$ cat config.mk
export PLATFORM = sky130hd
export DESIGN_NAME = mdc_unit
export DESIGN_NICKNAME = d
export VERILOG_FILES = /design/src/core/mdc_pkg.sv /design/src/core/mdc_timer.sv /design/src/core/mdc_unit.sv
export SDC_FILE = /design/constraint.sdc
export NUM_CORES = 2
export LEC_CHECK = 0
export BUFFER_PORTS_ARGS = -buffer_cell sky130_fd_sc_hd__buf_2
export CAP_MARGIN = 30
export CORE_ASPECT_RATIO = 0.5
export CORE_MARGIN = 8
export CORE_UTILIZATION = 34
export CTS_CLUSTER_DIAMETER = 80
export CTS_CLUSTER_SIZE = 30
export DETAILED_ROUTE_END_ITERATION = 8
export PLACE_DENSITY_LB_ADDON = 0.05
export SLEW_MARGIN = 20
export SYNTH_ARGS = -nofsm -noshare
export SYNTH_HDL_FRONTEND = slang
export SYNTH_SLANG_ARGS = --single-unit
$ cat constraint.sdc
create_clock -name clk_sys_i -period 6.3 [get_ports clk_sys_i]
set_clock_uncertainty 0.15 [all_clocks]
set_input_delay 1.26 -clock clk_sys_i [delete_from_list [all_inputs] [get_ports clk_sys_i]]
set_output_delay 1.26 -clock clk_sys_i [all_outputs]
set_load 0.02 [all_outputs]
$ cat src/core/mdc_pkg.sv
package mdc_pkg;

  typedef enum logic [3:0] {
    op_compare_byte,
    op_compare_word,
    op_compare_long,
    op_unsigned_quotient_byte,
    op_unsigned_quotient_word,
    op_signed_quotient_byte,
    op_signed_quotient_word,
    op_unsigned_product_byte,
    op_unsigned_product_word,
    op_signed_product_byte,
    op_signed_product_word
  } mdc_op_e;

  typedef enum logic [1:0] {src_acc, src_reg, src_mem, src_imm} mdc_src_e;

  typedef logic [5:0] mdc_cyc_t;

  localparam int FLAG_N = 3;
  localparam int FLAG_Z = 2;
  localparam int FLAG_V = 1;
  localparam int FLAG_C = 0;
  localparam logic [3:0] FLAGS_ALL = 4'hf;
  localparam logic [3:0] FLAGS_VC = 4'h3;
  localparam logic [3:0] FLAGS_NONE = 4'h0;

  localparam logic [1:0] ROW_ACC = 2'h0;
  localparam logic [1:0] ROW_REG = 2'h1;
  localparam logic [1:0] ROW_MEM = 2'h2;

  localparam logic [31:0] QLIM_UB = 32'h0000_00ff;
  localparam logic [31:0] QLIM_SB_POS = 32'h0000_007f;
  localparam logic [31:0] QLIM_SB_NEG = 32'h0000_0080;
  localparam logic [31:0] QLIM_UW = 32'h0000_ffff;
  localparam logic [31:0] QLIM_SW_POS = 32'h0000_7fff;
  localparam logic [31:0] QLIM_SW_NEG = 32'h0000_8000;

  // Compare: [byte/word/long][source]
  localparam mdc_cyc_t CYC_CMP [3][4] = '{'{6'h01, 6'h02, 6'h03, 6'h02},
                                          '{6'h01, 6'h02, 6'h03, 6'h02},
                                          '{6'h06, 6'h06, 6'h07, 6'h03}};
  // Quotients: [row][zero divisor, overflow, normal]
  localparam mdc_cyc_t CYC_UQB [3][3] = '{'{6'h03, 6'h07, 6'h0f}, '{6'h04, 6'h08, 6'h10}, '{6'h06, 6'h09, 6'h13}};
  localparam mdc_cyc_t CYC_UQW [3][3] = '{'{6'h04, 6'h07, 6'h16}, '{6'h04, 6'h07, 6'h16}, '{6'h06, 6'h08, 6'h1a}};
  // Signed quotients: [row][zero divisor, early overflow, late overflow, normal]
  localparam mdc_cyc_t CYC_SQB [3][4] = '{'{6'h03, 6'h08, 6'h12, 6'h12},
                                          '{6'h04, 6'h0b, 6'h16, 6'h17},
                                          '{6'h05, 6'h0c, 6'h17, 6'h18}};
  // Signed word quotient: [positive/negative dividend][row][outcome]
  localparam mdc_cyc_t CYC_SQW [2][3][4] = '{
    '{'{6'h04, 6'h0c, 6'h1e, 6'h1f}, '{6'h04, 6'h0c, 6'h1e, 6'h1f}, '{6'h05, 6'h0c, 6'h1f, 6'h20}},
    '{'{6'h04, 6'h0c, 6'h1f, 6'h20}, '{6'h04, 6'h0c, 6'h1f, 6'h20}, '{6'h05, 6'h0c, 6'h20, 6'h21}}};
  // Products: [row][zero factor, nonzero] or [row][zero, positive, negative]
  localparam mdc_cyc_t CYC_UPB [3][2] = '{'{6'h03, 6'h07}, '{6'h04, 6'h08}, '{6'h05, 6'h09}};
  localparam mdc_cyc_t CYC_UPW [3][2] = '{'{6'h03, 6'h0b}, '{6'h04, 6'h0c}, '{6'h05, 6'h0d}};
  localparam mdc_cyc_t CYC_SPB [3][3] = '{'{6'h03, 6'h0c, 6'h0d}, '{6'h04, 6'h0d, 6'h0e}, '{6'h05, 6'h0e, 6'h0f}};
  localparam mdc_cyc_t CYC_SPW [3][3] = '{'{6'h03, 6'h10, 6'h13}, '{6'h04, 6'h11, 6'h14}, '{6'h05, 6'h12, 6'h15}};

  typedef struct packed {
    mdc_op_e op;
    mdc_src_e src;
    logic [31:0] acc_res;
    logic [15:0] opnd_res;
    logic [3:0] flags;
    logic [3:0] flag_we;
    logic acc_we;
    logic opnd_we;
    logic mem_rd;
    logic mem_wr;
    logic abort;
    logic sovf;
  } mdc_state_s;

  localparam mdc_state_s STATE_RESET = '0;

  typedef struct packed {
    mdc_cyc_t cnt;
  } mdc_tmr_s;

  localparam mdc_tmr_s TMR_RESET = '0;

endpackage

$ cat src/core/mdc_timer.sv
`timescale 1ns/10ps
module mdc_timer (
  // Clock and reset
  input wire logic clk_sys_i,
  input wire logic reset_n_i,
  // Load
  input wire logic load_i,
  input wire mdc_pkg::mdc_cyc_t count_i,
  // Status
  output logic busy_o,
  output logic last_o
);

  mdc_pkg::mdc_tmr_s st;
  mdc_pkg::mdc_tmr_s next_st;

  always_comb begin
    next_st = st;
    if (load_i) begin
      next_st.cnt = count_i;
    end else if (st.cnt != 6'h00) begin
      next_st.cnt = st.cnt - 6'h01;
    end
  end

  always_ff @(posedge clk_sys_i or negedge reset_n_i) begin
    if (!reset_n_i) begin
      st <= mdc_pkg::TMR_RESET;
    end else begin
      st <= next_st;
    end
  end

  assign busy_o = (st.cnt != 6'h00);
  assign last_o = (st.cnt == 6'h01);

endmodule

$ cat src/core/mdc_unit.sv
`timescale 1ns/10ps
module mdc_unit (
  // Clock and reset
  input wire logic clk_sys_i,
  input wire logic reset_n_i,
  // Instruction request
  input wire logic start_i,
  input wire mdc_pkg::mdc_op_e op_i,
  input wire mdc_pkg::mdc_src_e src_i,
  input wire logic [31:0] acc_i,
  input wire logic [31:0] operand_i,
  input wire logic [3:0] addr_corr_i,
  // Progress
  output logic busy_o,
  output logic done_o,
  // Results
  output logic [31:0] acc_o,
  output logic acc_we_o,
  output logic [15:0] operand_o,
  output logic operand_we_o,
  output logic [3:0] flags_o,
  output logic [3:0] flag_we_o,
  // Memory operand traffic
  output logic mem_rd_o,
  output logic mem_wr_o
);

  mdc_pkg::mdc_state_s st;
  mdc_pkg::mdc_state_s next_st;

  logic taken;
  logic load;
  mdc_pkg::mdc_cyc_t cyc;
  mdc_pkg::mdc_cyc_t corr;
  logic tmr_busy;
  logic tmr_last;
  logic [1:0] row;
  logic acc_only;
  logic sgn;
  logic bw;
  logic is_div;
  logic [31:0] dd;
  logic [15:0] ds;
  logic dd_neg;
  logic ds_neg;
  logic [31:0] dd_mag;
  logic [15:0] ds_mag;
  logic [31:0] q_mag;
  logic [15:0] r_mag;
  logic [31:0] quo;
  logic [15:0] rem;
  logic [31:0] lim;
  logic div0;
  logic ovf;
  logic ovf_early;
  logic [31:0] ma;
  logic [31:0] mb;
  logic [31:0] prod;
  logic mzero;
  logic mneg;
  logic [31:0] ca;
  logic [31:0] cb;
  logic [1:0] cidx;

  function automatic logic [1:0] row_of(mdc_pkg::mdc_src_e s);
    if (s == mdc_pkg::src_acc) begin
      return mdc_pkg::ROW_ACC;
    end else if (s == mdc_pkg::src_mem) begin
      return mdc_pkg::ROW_MEM;
    end
    return mdc_pkg::ROW_REG;
  endfunction

  // Operands arrive left aligned so one subtractor serves all three widths
  function automatic logic [3:0] sub_flags(logic [31:0] a, logic [31:0] b);
    logic [32:0] d;
    logic [3:0] f;
    d = {1'b0, a} - {1'b0, b};
    f[mdc_pkg::FLAG_N] = d[31];
    f[mdc_pkg::FLAG_Z] = (d[31:0] == 32'h0000_0000);
    f[mdc_pkg::FLAG_V] = (a[31] ^ b[31]) & (a[31] ^ d[31]);
    f[mdc_pkg::FLAG_C] = d[32];
    return f;
  endfunction

  mdc_timer u_timer (
    .clk_sys_i(clk_sys_i),
    .reset_n_i(reset_n_i),
    .load_i(load),
    .count_i(cyc),
    .busy_o(tmr_busy),
    .last_o(tmr_last)
  );

  assign taken = start_i && !tmr_busy;

  always_comb begin
    next_st = st;
    next_st.mem_rd = 1'b0;
    load = 1'b0;
    cyc = 6'h01;
    row = row_of(src_i);
    acc_only = (src_i == mdc_pkg::src_acc);
    corr = (src_i == mdc_pkg::src_mem) ? {2'b00, addr_corr_i} : 6'h00;
    sgn = (op_i == mdc_pkg::op_signed_quotient_byte) || (op_i == mdc_pkg::op_signed_quotient_word) ||
          (op_i == mdc_pkg::op_signed_product_byte) || (op_i == mdc_pkg::op_signed_product_word);
    bw = (op_i == mdc_pkg::op_unsigned_quotient_byte) || (op_i == mdc_pkg::op_signed_quotient_byte) ||
         (op_i == mdc_pkg::op_unsigned_product_byte) || (op_i == mdc_pkg::op_signed_product_byte);
    is_div = (op_i == mdc_pkg::op_unsigned_quotient_byte) || (op_i == mdc_pkg::op_signed_quotient_byte) ||
             (op_i == mdc_pkg::op_unsigned_quotient_word) || (op_i == mdc_pkg::op_signed_quotient_word);
    // Divider: magnitudes through one unsigned 32/16 divide, signs fixed afterwards
    if (bw) begin
      dd = {16'h0000, acc_only ? acc_i[31:16] : acc_i[15:0]};
      ds = {8'h00, acc_only ? acc_i[7:0] : operand_i[7:0]};
      if (sgn) begin
        dd = {{16{dd[15]}}, dd[15:0]};
        ds = {{8{ds[7]}}, ds[7:0]};
      end
    end else begin
      dd = acc_i;
      ds = operand_i[15:0];
    end
    dd_neg = sgn && dd[31];
    ds_neg = sgn && ds[15];
    dd_mag = dd_neg ? 32'h0000_0000 - dd : dd;
    ds_mag = ds_neg ? 16'h0000 - ds : ds;
    div0 = (ds_mag == 16'h0000);
    q_mag = div0 ? 32'h0000_0000 : dd_mag / {16'h0000, ds_mag};
    r_mag = div0 ? 16'h0000 : 16'(dd_mag % {16'h0000, ds_mag});
    quo = (dd_neg ^ ds_neg) ? 32'h0000_0000 - q_mag : q_mag;
    rem = dd_neg ? 16'h0000 - r_mag : r_mag;
    if (bw) begin
      lim = !sgn ? mdc_pkg::QLIM_UB : ((dd_neg ^ ds_neg) ? mdc_pkg::QLIM_SB_NEG : mdc_pkg::QLIM_SB_POS);
    end else begin
      lim = !sgn ? mdc_pkg::QLIM_UW : ((dd_neg ^ ds_neg) ? mdc_pkg::QLIM_SW_NEG : mdc_pkg::QLIM_SW_POS);
    end
    ovf = !div0 && (q_mag > lim);
    // Upper half not below divisor shows overflow before any quotient step
    ovf_early = !div0 && (bw ? (dd_mag[15:8] >= ds_mag[7:0]) : (dd_mag[31:16] >= ds_mag));
    // Multiplier
    if (bw) begin
      ma = {24'h00_0000, acc_only ? acc_i[23:16] : acc_i[7:0]};
      mb = {24'h00_0000, acc_only ? acc_i[7:0] : operand_i[7:0]};
      if (sgn) begin
        ma = {{24{ma[7]}}, ma[7:0]};
        mb = {{24{mb[7]}}, mb[7:0]};
      end
    end else begin
      ma = {16'h0000, acc_only ? acc_i[31:16] : acc_i[15:0]};
      mb = {16'h0000, acc_only ? acc_i[15:0] : operand_i[15:0]};
      if (sgn) begin
        ma = {{16{ma[15]}}, ma[15:0]};
        mb = {{16{mb[15]}}, mb[15:0]};
      end
    end
    prod = ma * mb;
    mzero = acc_only ? (ma == 32'h0000_0000) : (mb == 32'h0000_0000);
    mneg = bw ? prod[15] : prod[31];
    // Compare operands
    case (op_i)
      mdc_pkg::op_compare_byte: begin
        cidx = 2'h0;
        ca = {acc_only ? acc_i[23:16] : acc_i[7:0], 24'h00_0000};
        cb = {acc_only ? acc_i[7:0] : operand_i[7:0], 24'h00_0000};
      end
      mdc_pkg::op_compare_word: begin
        cidx = 2'h1;
        ca = {acc_only ? acc_i[31:16] : acc_i[15:0], 16'h0000};
        cb = {acc_only ? acc_i[15:0] : operand_i[15:0], 16'h0000};
      end
      default: begin
        cidx = 2'h2;
        ca = acc_i;
        cb = acc_only ? {16'h0000, acc_i[15:0]} : operand_i;
      end
    endcase

    if (taken) begin
      load = 1'b1;
      next_st.op = op_i;
      next_st.src = src_i;
      next_st.acc_res = acc_i;
      next_st.opnd_res = operand_i[15:0];
      next_st.flags = mdc_pkg::FLAGS_NONE;
      next_st.flag_we = mdc_pkg::FLAGS_NONE;
      next_st.acc_we = 1'b0;
      next_st.opnd_we = 1'b0;
      next_st.mem_rd = (src_i == mdc_pkg::src_mem);
      next_st.mem_wr = 1'b0;
      next_st.abort = 1'b0;
      next_st.sovf = 1'b0;
      if (is_div) begin
        next_st.flags[mdc_pkg::FLAG_V] = div0 || ovf;
        next_st.flags[mdc_pkg::FLAG_C] = div0;
        next_st.flag_we = mdc_pkg::FLAGS_VC;
        next_st.abort = div0 || ovf;
        next_st.sovf = sgn && ovf;
        if (!(div0 || ovf)) begin
          next_st.acc_we = 1'b1;
          next_st.opnd_we = !acc_only;
          // remainder write-back only on normal end
          next_st.mem_wr = (src_i == mdc_pkg::src_mem);
          if (bw && acc_only) begin
            next_st.acc_res = {8'h00, rem[7:0], 8'h00, quo[7:0]};
          end else if (bw) begin
            next_st.acc_res = {acc_i[31:16], 8'h00, quo[7:0]};
            next_st.opnd_res = {8'h00, rem[7:0]};
          end else begin
            next_st.acc_res = {acc_i[31:16], quo[15:0]};
            next_st.opnd_res = rem;
          end
        end else if (sgn && ovf) begin
          // partial quotient lands in the low part
          next_st.acc_we = 1'b1;
          next_st.acc_res = {acc_i[31:16], quo[15:0]};
        end
      end
      case (op_i)
        mdc_pkg::op_compare_byte, mdc_pkg::op_compare_word, mdc_pkg::op_compare_long: begin
          next_st.flags = sub_flags(ca, cb);
          next_st.flag_we = mdc_pkg::FLAGS_ALL;
          cyc = mdc_pkg::CYC_CMP[cidx][src_i] + corr;
        end
        mdc_pkg::op_unsigned_quotient_byte: begin
          cyc = mdc_pkg::CYC_UQB[row][div0 ? 0 : (ovf ? 1 : 2)] + corr;
        end
        mdc_pkg::op_unsigned_quotient_word: begin
          cyc = mdc_pkg::CYC_UQW[row][div0 ? 0 : (ovf ? 1 : 2)] + corr;
        end
        mdc_pkg::op_signed_quotient_byte: begin
          cyc = mdc_pkg::CYC_SQB[row][div0 ? 0 : (ovf ? (ovf_early ? 1 : 2) : 3)] + corr;
        end
        mdc_pkg::op_signed_quotient_word: begin
          cyc = mdc_pkg::CYC_SQW[dd_neg][row][div0 ? 0 : (ovf ? (ovf_early ? 1 : 2) : 3)] + corr;
        end
        mdc_pkg::op_unsigned_product_byte, mdc_pkg::op_signed_product_byte: begin
          next_st.acc_we = 1'b1;
          next_st.acc_res = {acc_i[31:16], prod[15:0]};
          if (sgn) begin
            cyc = mdc_pkg::CYC_SPB[row][mzero ? 0 : (mneg ? 2 : 1)] + corr;
          end else begin
            cyc = mdc_pkg::CYC_UPB[row][mzero ? 0 : 1] + corr;
          end
        end
        mdc_pkg::op_unsigned_product_word, mdc_pkg::op_signed_product_word: begin
          next_st.acc_we = 1'b1;
          next_st.acc_res = prod;
          if (sgn) begin
            cyc = mdc_pkg::CYC_SPW[row][mzero ? 0 : (mneg ? 2 : 1)] + corr;
          end else begin
            cyc = mdc_pkg::CYC_UPW[row][mzero ? 0 : 1] + corr;
          end
        end
        default: begin
          cyc = 6'h01;
        end
      endcase
    end
  end

  always_ff @(posedge clk_sys_i or negedge reset_n_i) begin
    if (!reset_n_i) begin
      st <= mdc_pkg::STATE_RESET;
    end else begin
      st <= next_st;
    end
  end

  // Results stay on the ports after done; only the strobes are single cycle
  assign busy_o = tmr_busy;
  assign done_o = tmr_last;
  assign acc_o = st.acc_res;
  assign acc_we_o = tmr_last && st.acc_we;
  assign operand_o = st.opnd_res;
  assign operand_we_o = tmr_last && st.opnd_we;
  assign flags_o = st.flags;
  assign flag_we_o = tmr_last ? st.flag_we : mdc_pkg::FLAGS_NONE;
  assign mem_rd_o = st.mem_rd;
  assign mem_wr_o = tmr_last && st.mem_wr;

  // Checking helpers: cycles since the request and the latched correction
  logic [5:0] elapsed;
  logic [5:0] held_corr;
  always_ff @(posedge clk_sys_i or negedge reset_n_i) begin
    if (!reset_n_i) begin
      elapsed <= 6'h00;
      held_corr <= 6'h00;
    end else if (taken) begin
      elapsed <= 6'h01;
      held_corr <= corr;
    end else if (tmr_busy) begin
      elapsed <= elapsed + 6'h01;
    end
  end
endmodule
==> results.py <==
metrics = {
    "synthesis": {
        "yosys_most_used_dff": "dfrtp_1",
        "synth.yosys.warnings": 0,
        "synthesis.nets": 7441,
        "synthArstFlopShare_pct": 100,
        "synth_area_leaders": "ha_1, fa_1, nand2_1",
        "syn_inst": 6420,
        "yosys-top-cells-count": "nand2_1, ha_1, inv_1",
        "syn_area_per_cell_sq_um": 7.37,
        "yosysSeqAreaShare_pct": 3.38,
        "synth_cell_types": 136,
        "synth_top_area_share_pct": 15.7,
        "yosys.area.top_type": "ha_1",
        "ys_ff_latch": 64,
        "synth.most_common_cell": "nand2_1",
        "synth_area_sq_mm": 0.0473,
        "synth_edf_count": 0,
    },
    "global_routing": {
        "met2_usage_pct": 52.7,
        "grt_use_total_pct": 31.7,
        "grt_pass1_wl_microns": 373000,
        "grt_pass1_vias": 60400,
        "use_met1_pct": 42.3,
        "grt_overflow_total": 0,
        "gr-usage-met3_pct": 3.49,
        "grt_max_degree": 69,
        "top_usage_layer": "met2",
        "antenna_found_initial": 17,
    },
    "clock_network": {
        "cts.root.buffer_cell": "clkbuf_16",
        "numCtsBuffers": 9,
        "cts_tree": "built",
        "clock_latency_ns": 0.37,
        "htreeDepth": 3,
        "clk_pin_slew_worst_paths_ns": 0.07,
        "clock-sinks": 64,
        "cts.path.max_buffers": 2,
    },
    "cells_and_area": {
        "drive_gt1_share_pct": 41.7,
        "nets": 10100,
        "areaGrowthSynthToFinish_pct": 57.5,
        "design_area_sq_mm": 0.0746,
        "fin_cells": 10900,
    },
    "sta": {
        "fmax_ghz": 0.0111,
        "min_period_over_period_pct": 1430,
        "worstMarginPinSlew_ns": 0.900,
        "rsz0062_at_grt": "yes",
        "setup_viol": 61,
        "finalHoldViolCount": 0,
        "maxSlewHeadroom_pct": 39.5,
        "slew_viol_final": 0,
        "period_minus_slack_ns": 89.89,
        "hold_ws_ns": 0.329,
        "fin_ws_ns": -83.59,
    },
    "floorplan": {
        "die_w_microns": 544,
        "start_util_pct": 34.4,
        "io_pins": 139,
        "coreArea_sq_mm": 0.138,
        "fp.dieH_microns": 280,
        "die-area_sq_mm": 0.152,
        "rows": 96,
    },
    "detailed_routing": {
        "ant_nets": 0,
        "via_per_inst": 5.47,
        "routedWlPerCell_microns": 23.0,
        "vias": 59900,
        "dr.pass1.iters": 5,
        "drt-total-wl_microns": 252000,
        "drt_iter0_drc": 4599,
        "drc_errors": 0,
    },
    "setup_path": {
        "cp_slowest_stage_delay_ns": 0.53,
        "criticalPathCategory": "primary input to flop",
        "crit_required_ns": 6.45,
        "cp_max_fo": 7,
        "end_kind": "flop",
        "cp_slowest_cell": "or4_4",
        "crit_path_frequent_cell": "o21a_1",
        "r2r_cells": 15,
        "critPathLaunchType": "primary input",
        "worstPathArrival_ns": 90.05,
    },
    "placement": {
        "dpl.hpwl_microns": 208000,
        "place_inst": 10500,
        "portBuffers": 138,
        "place_area_sq_mm": 0.0683,
        "gp_congestion": 0.994,
        "dp_slack_ns": -87.18,
    },
    "run_status": {
        "violations": "setup timing",
        "status": "finished with violations",
    },
    "worst_hold_path": {
        "hp-class": "flop to flop",
        "whs_path_depth": 1,
    },
    "job": {
        "max-cap-violations": 0,
    },
}
## registers in the layout (all words and copies together), names as in the netlist
register	count
flags_o	4
operand_o	16
mem_rd_o	1
st	5
acc_o	32
u_timer.st	6
## cells in the final DEF (no fill, tap or decap), types with 64 or more instances in the layout
cell type,instances
buf_4,2761
nand2_1,729
ha_1,543
inv_1,523
nor2_1,437
fa_1,348
a21oi_1,304
nor3_1,254
xnor2_1,216
o21a_1,212
o21ai_0,146
buf_2,133
xor2_1,124
o31ai_1,122
a21o_1,113
nand3_1,103
o21ai_1,96
and2_1,87
a21oi_2,84
nand2b_1,79
a31oi_1,78
mux2_2,68
dfrtp_1,64
## cells by family (layout without fill, tap and decap cells)
family	after synthesis	count (layout)	share of synthesized area, %
xor+xnor	349	349	6.46
flops	64	64	3.38
buf+inv	853	3508	7.44
fa+ha+maj	947	947	30.6
other cells	0	6	0
simple gates	2295	2296	23.3
mux	154	154	3.52
compound gates	1758	1758	25.3
## per-stage QoR
stage	setup TNS (ns)	utilization (%)
3_3_place_gp	-4908.02	49.6
4_1_cts	-4777.54	52.5
6_report	-4804.23	54.2
2_1_floorplan	-5113.09	-
5_1_grt	-5063.42	54.2
3_5_place_dp	-5017.33	49.6
## routing by layer
| metal | vias to the layer above | wire length, microns |
|---|---|---|
| met3 | 472 | 13900 |
| met1 | 29400 | 113000 |
| met5 | - | 153 |
| li1 | 28100 | - |
| met2 | 1850 | 114000 |
| met4 | 8 | 10800 |
## final timing paths
path                                from             to  slack, ns
setup / recovery                 op_i[2]  u_timer.st[4]     -83.59
hold / removal                     st[8]          st[8]       0.33
hold reg to reg                    st[8]          st[8]       0.33
max in group asynchronous      reset_n_i  operand_o[14]       4.65
min in group asynchronous      reset_n_i       acc_o[9]       0.73
setup reg to reg           u_timer.st[0]     flags_o[2]       1.11
## worst max-delay path, delay by kind of cell
kind | cells | cell delay (ns)
compound gates | 297 | 50.24
xor+xnor | 1 | 0.14
buf+inv | 66 | 8.08
fa+ha+maj | 34 | 8.93
mux | 4 | 1.16
simple gates | 130 | 20.01
## area by class of cell
type	count	area, sq um
diodes	6	15.0
clock buffers	9	225
clock inverters	7	103
fillers	13400	63100
inverters	533	2020
multi-input cells	5504	45900
flip-flops and latches	64	1600
well taps	1862	2330
repair buffers	2959	22400
## timing repair
item	4_1_cts	5_1_grt
cloned	2	0
hold buffers	0	0
gates resized for setup	301	252
setup endpoints to repair	61	61
buffers inserted	281	148
pin swaps	296	225
Power is not shown: default switching activity piles up to over one toggle a cycle in this logic, so the estimate is an artifact.
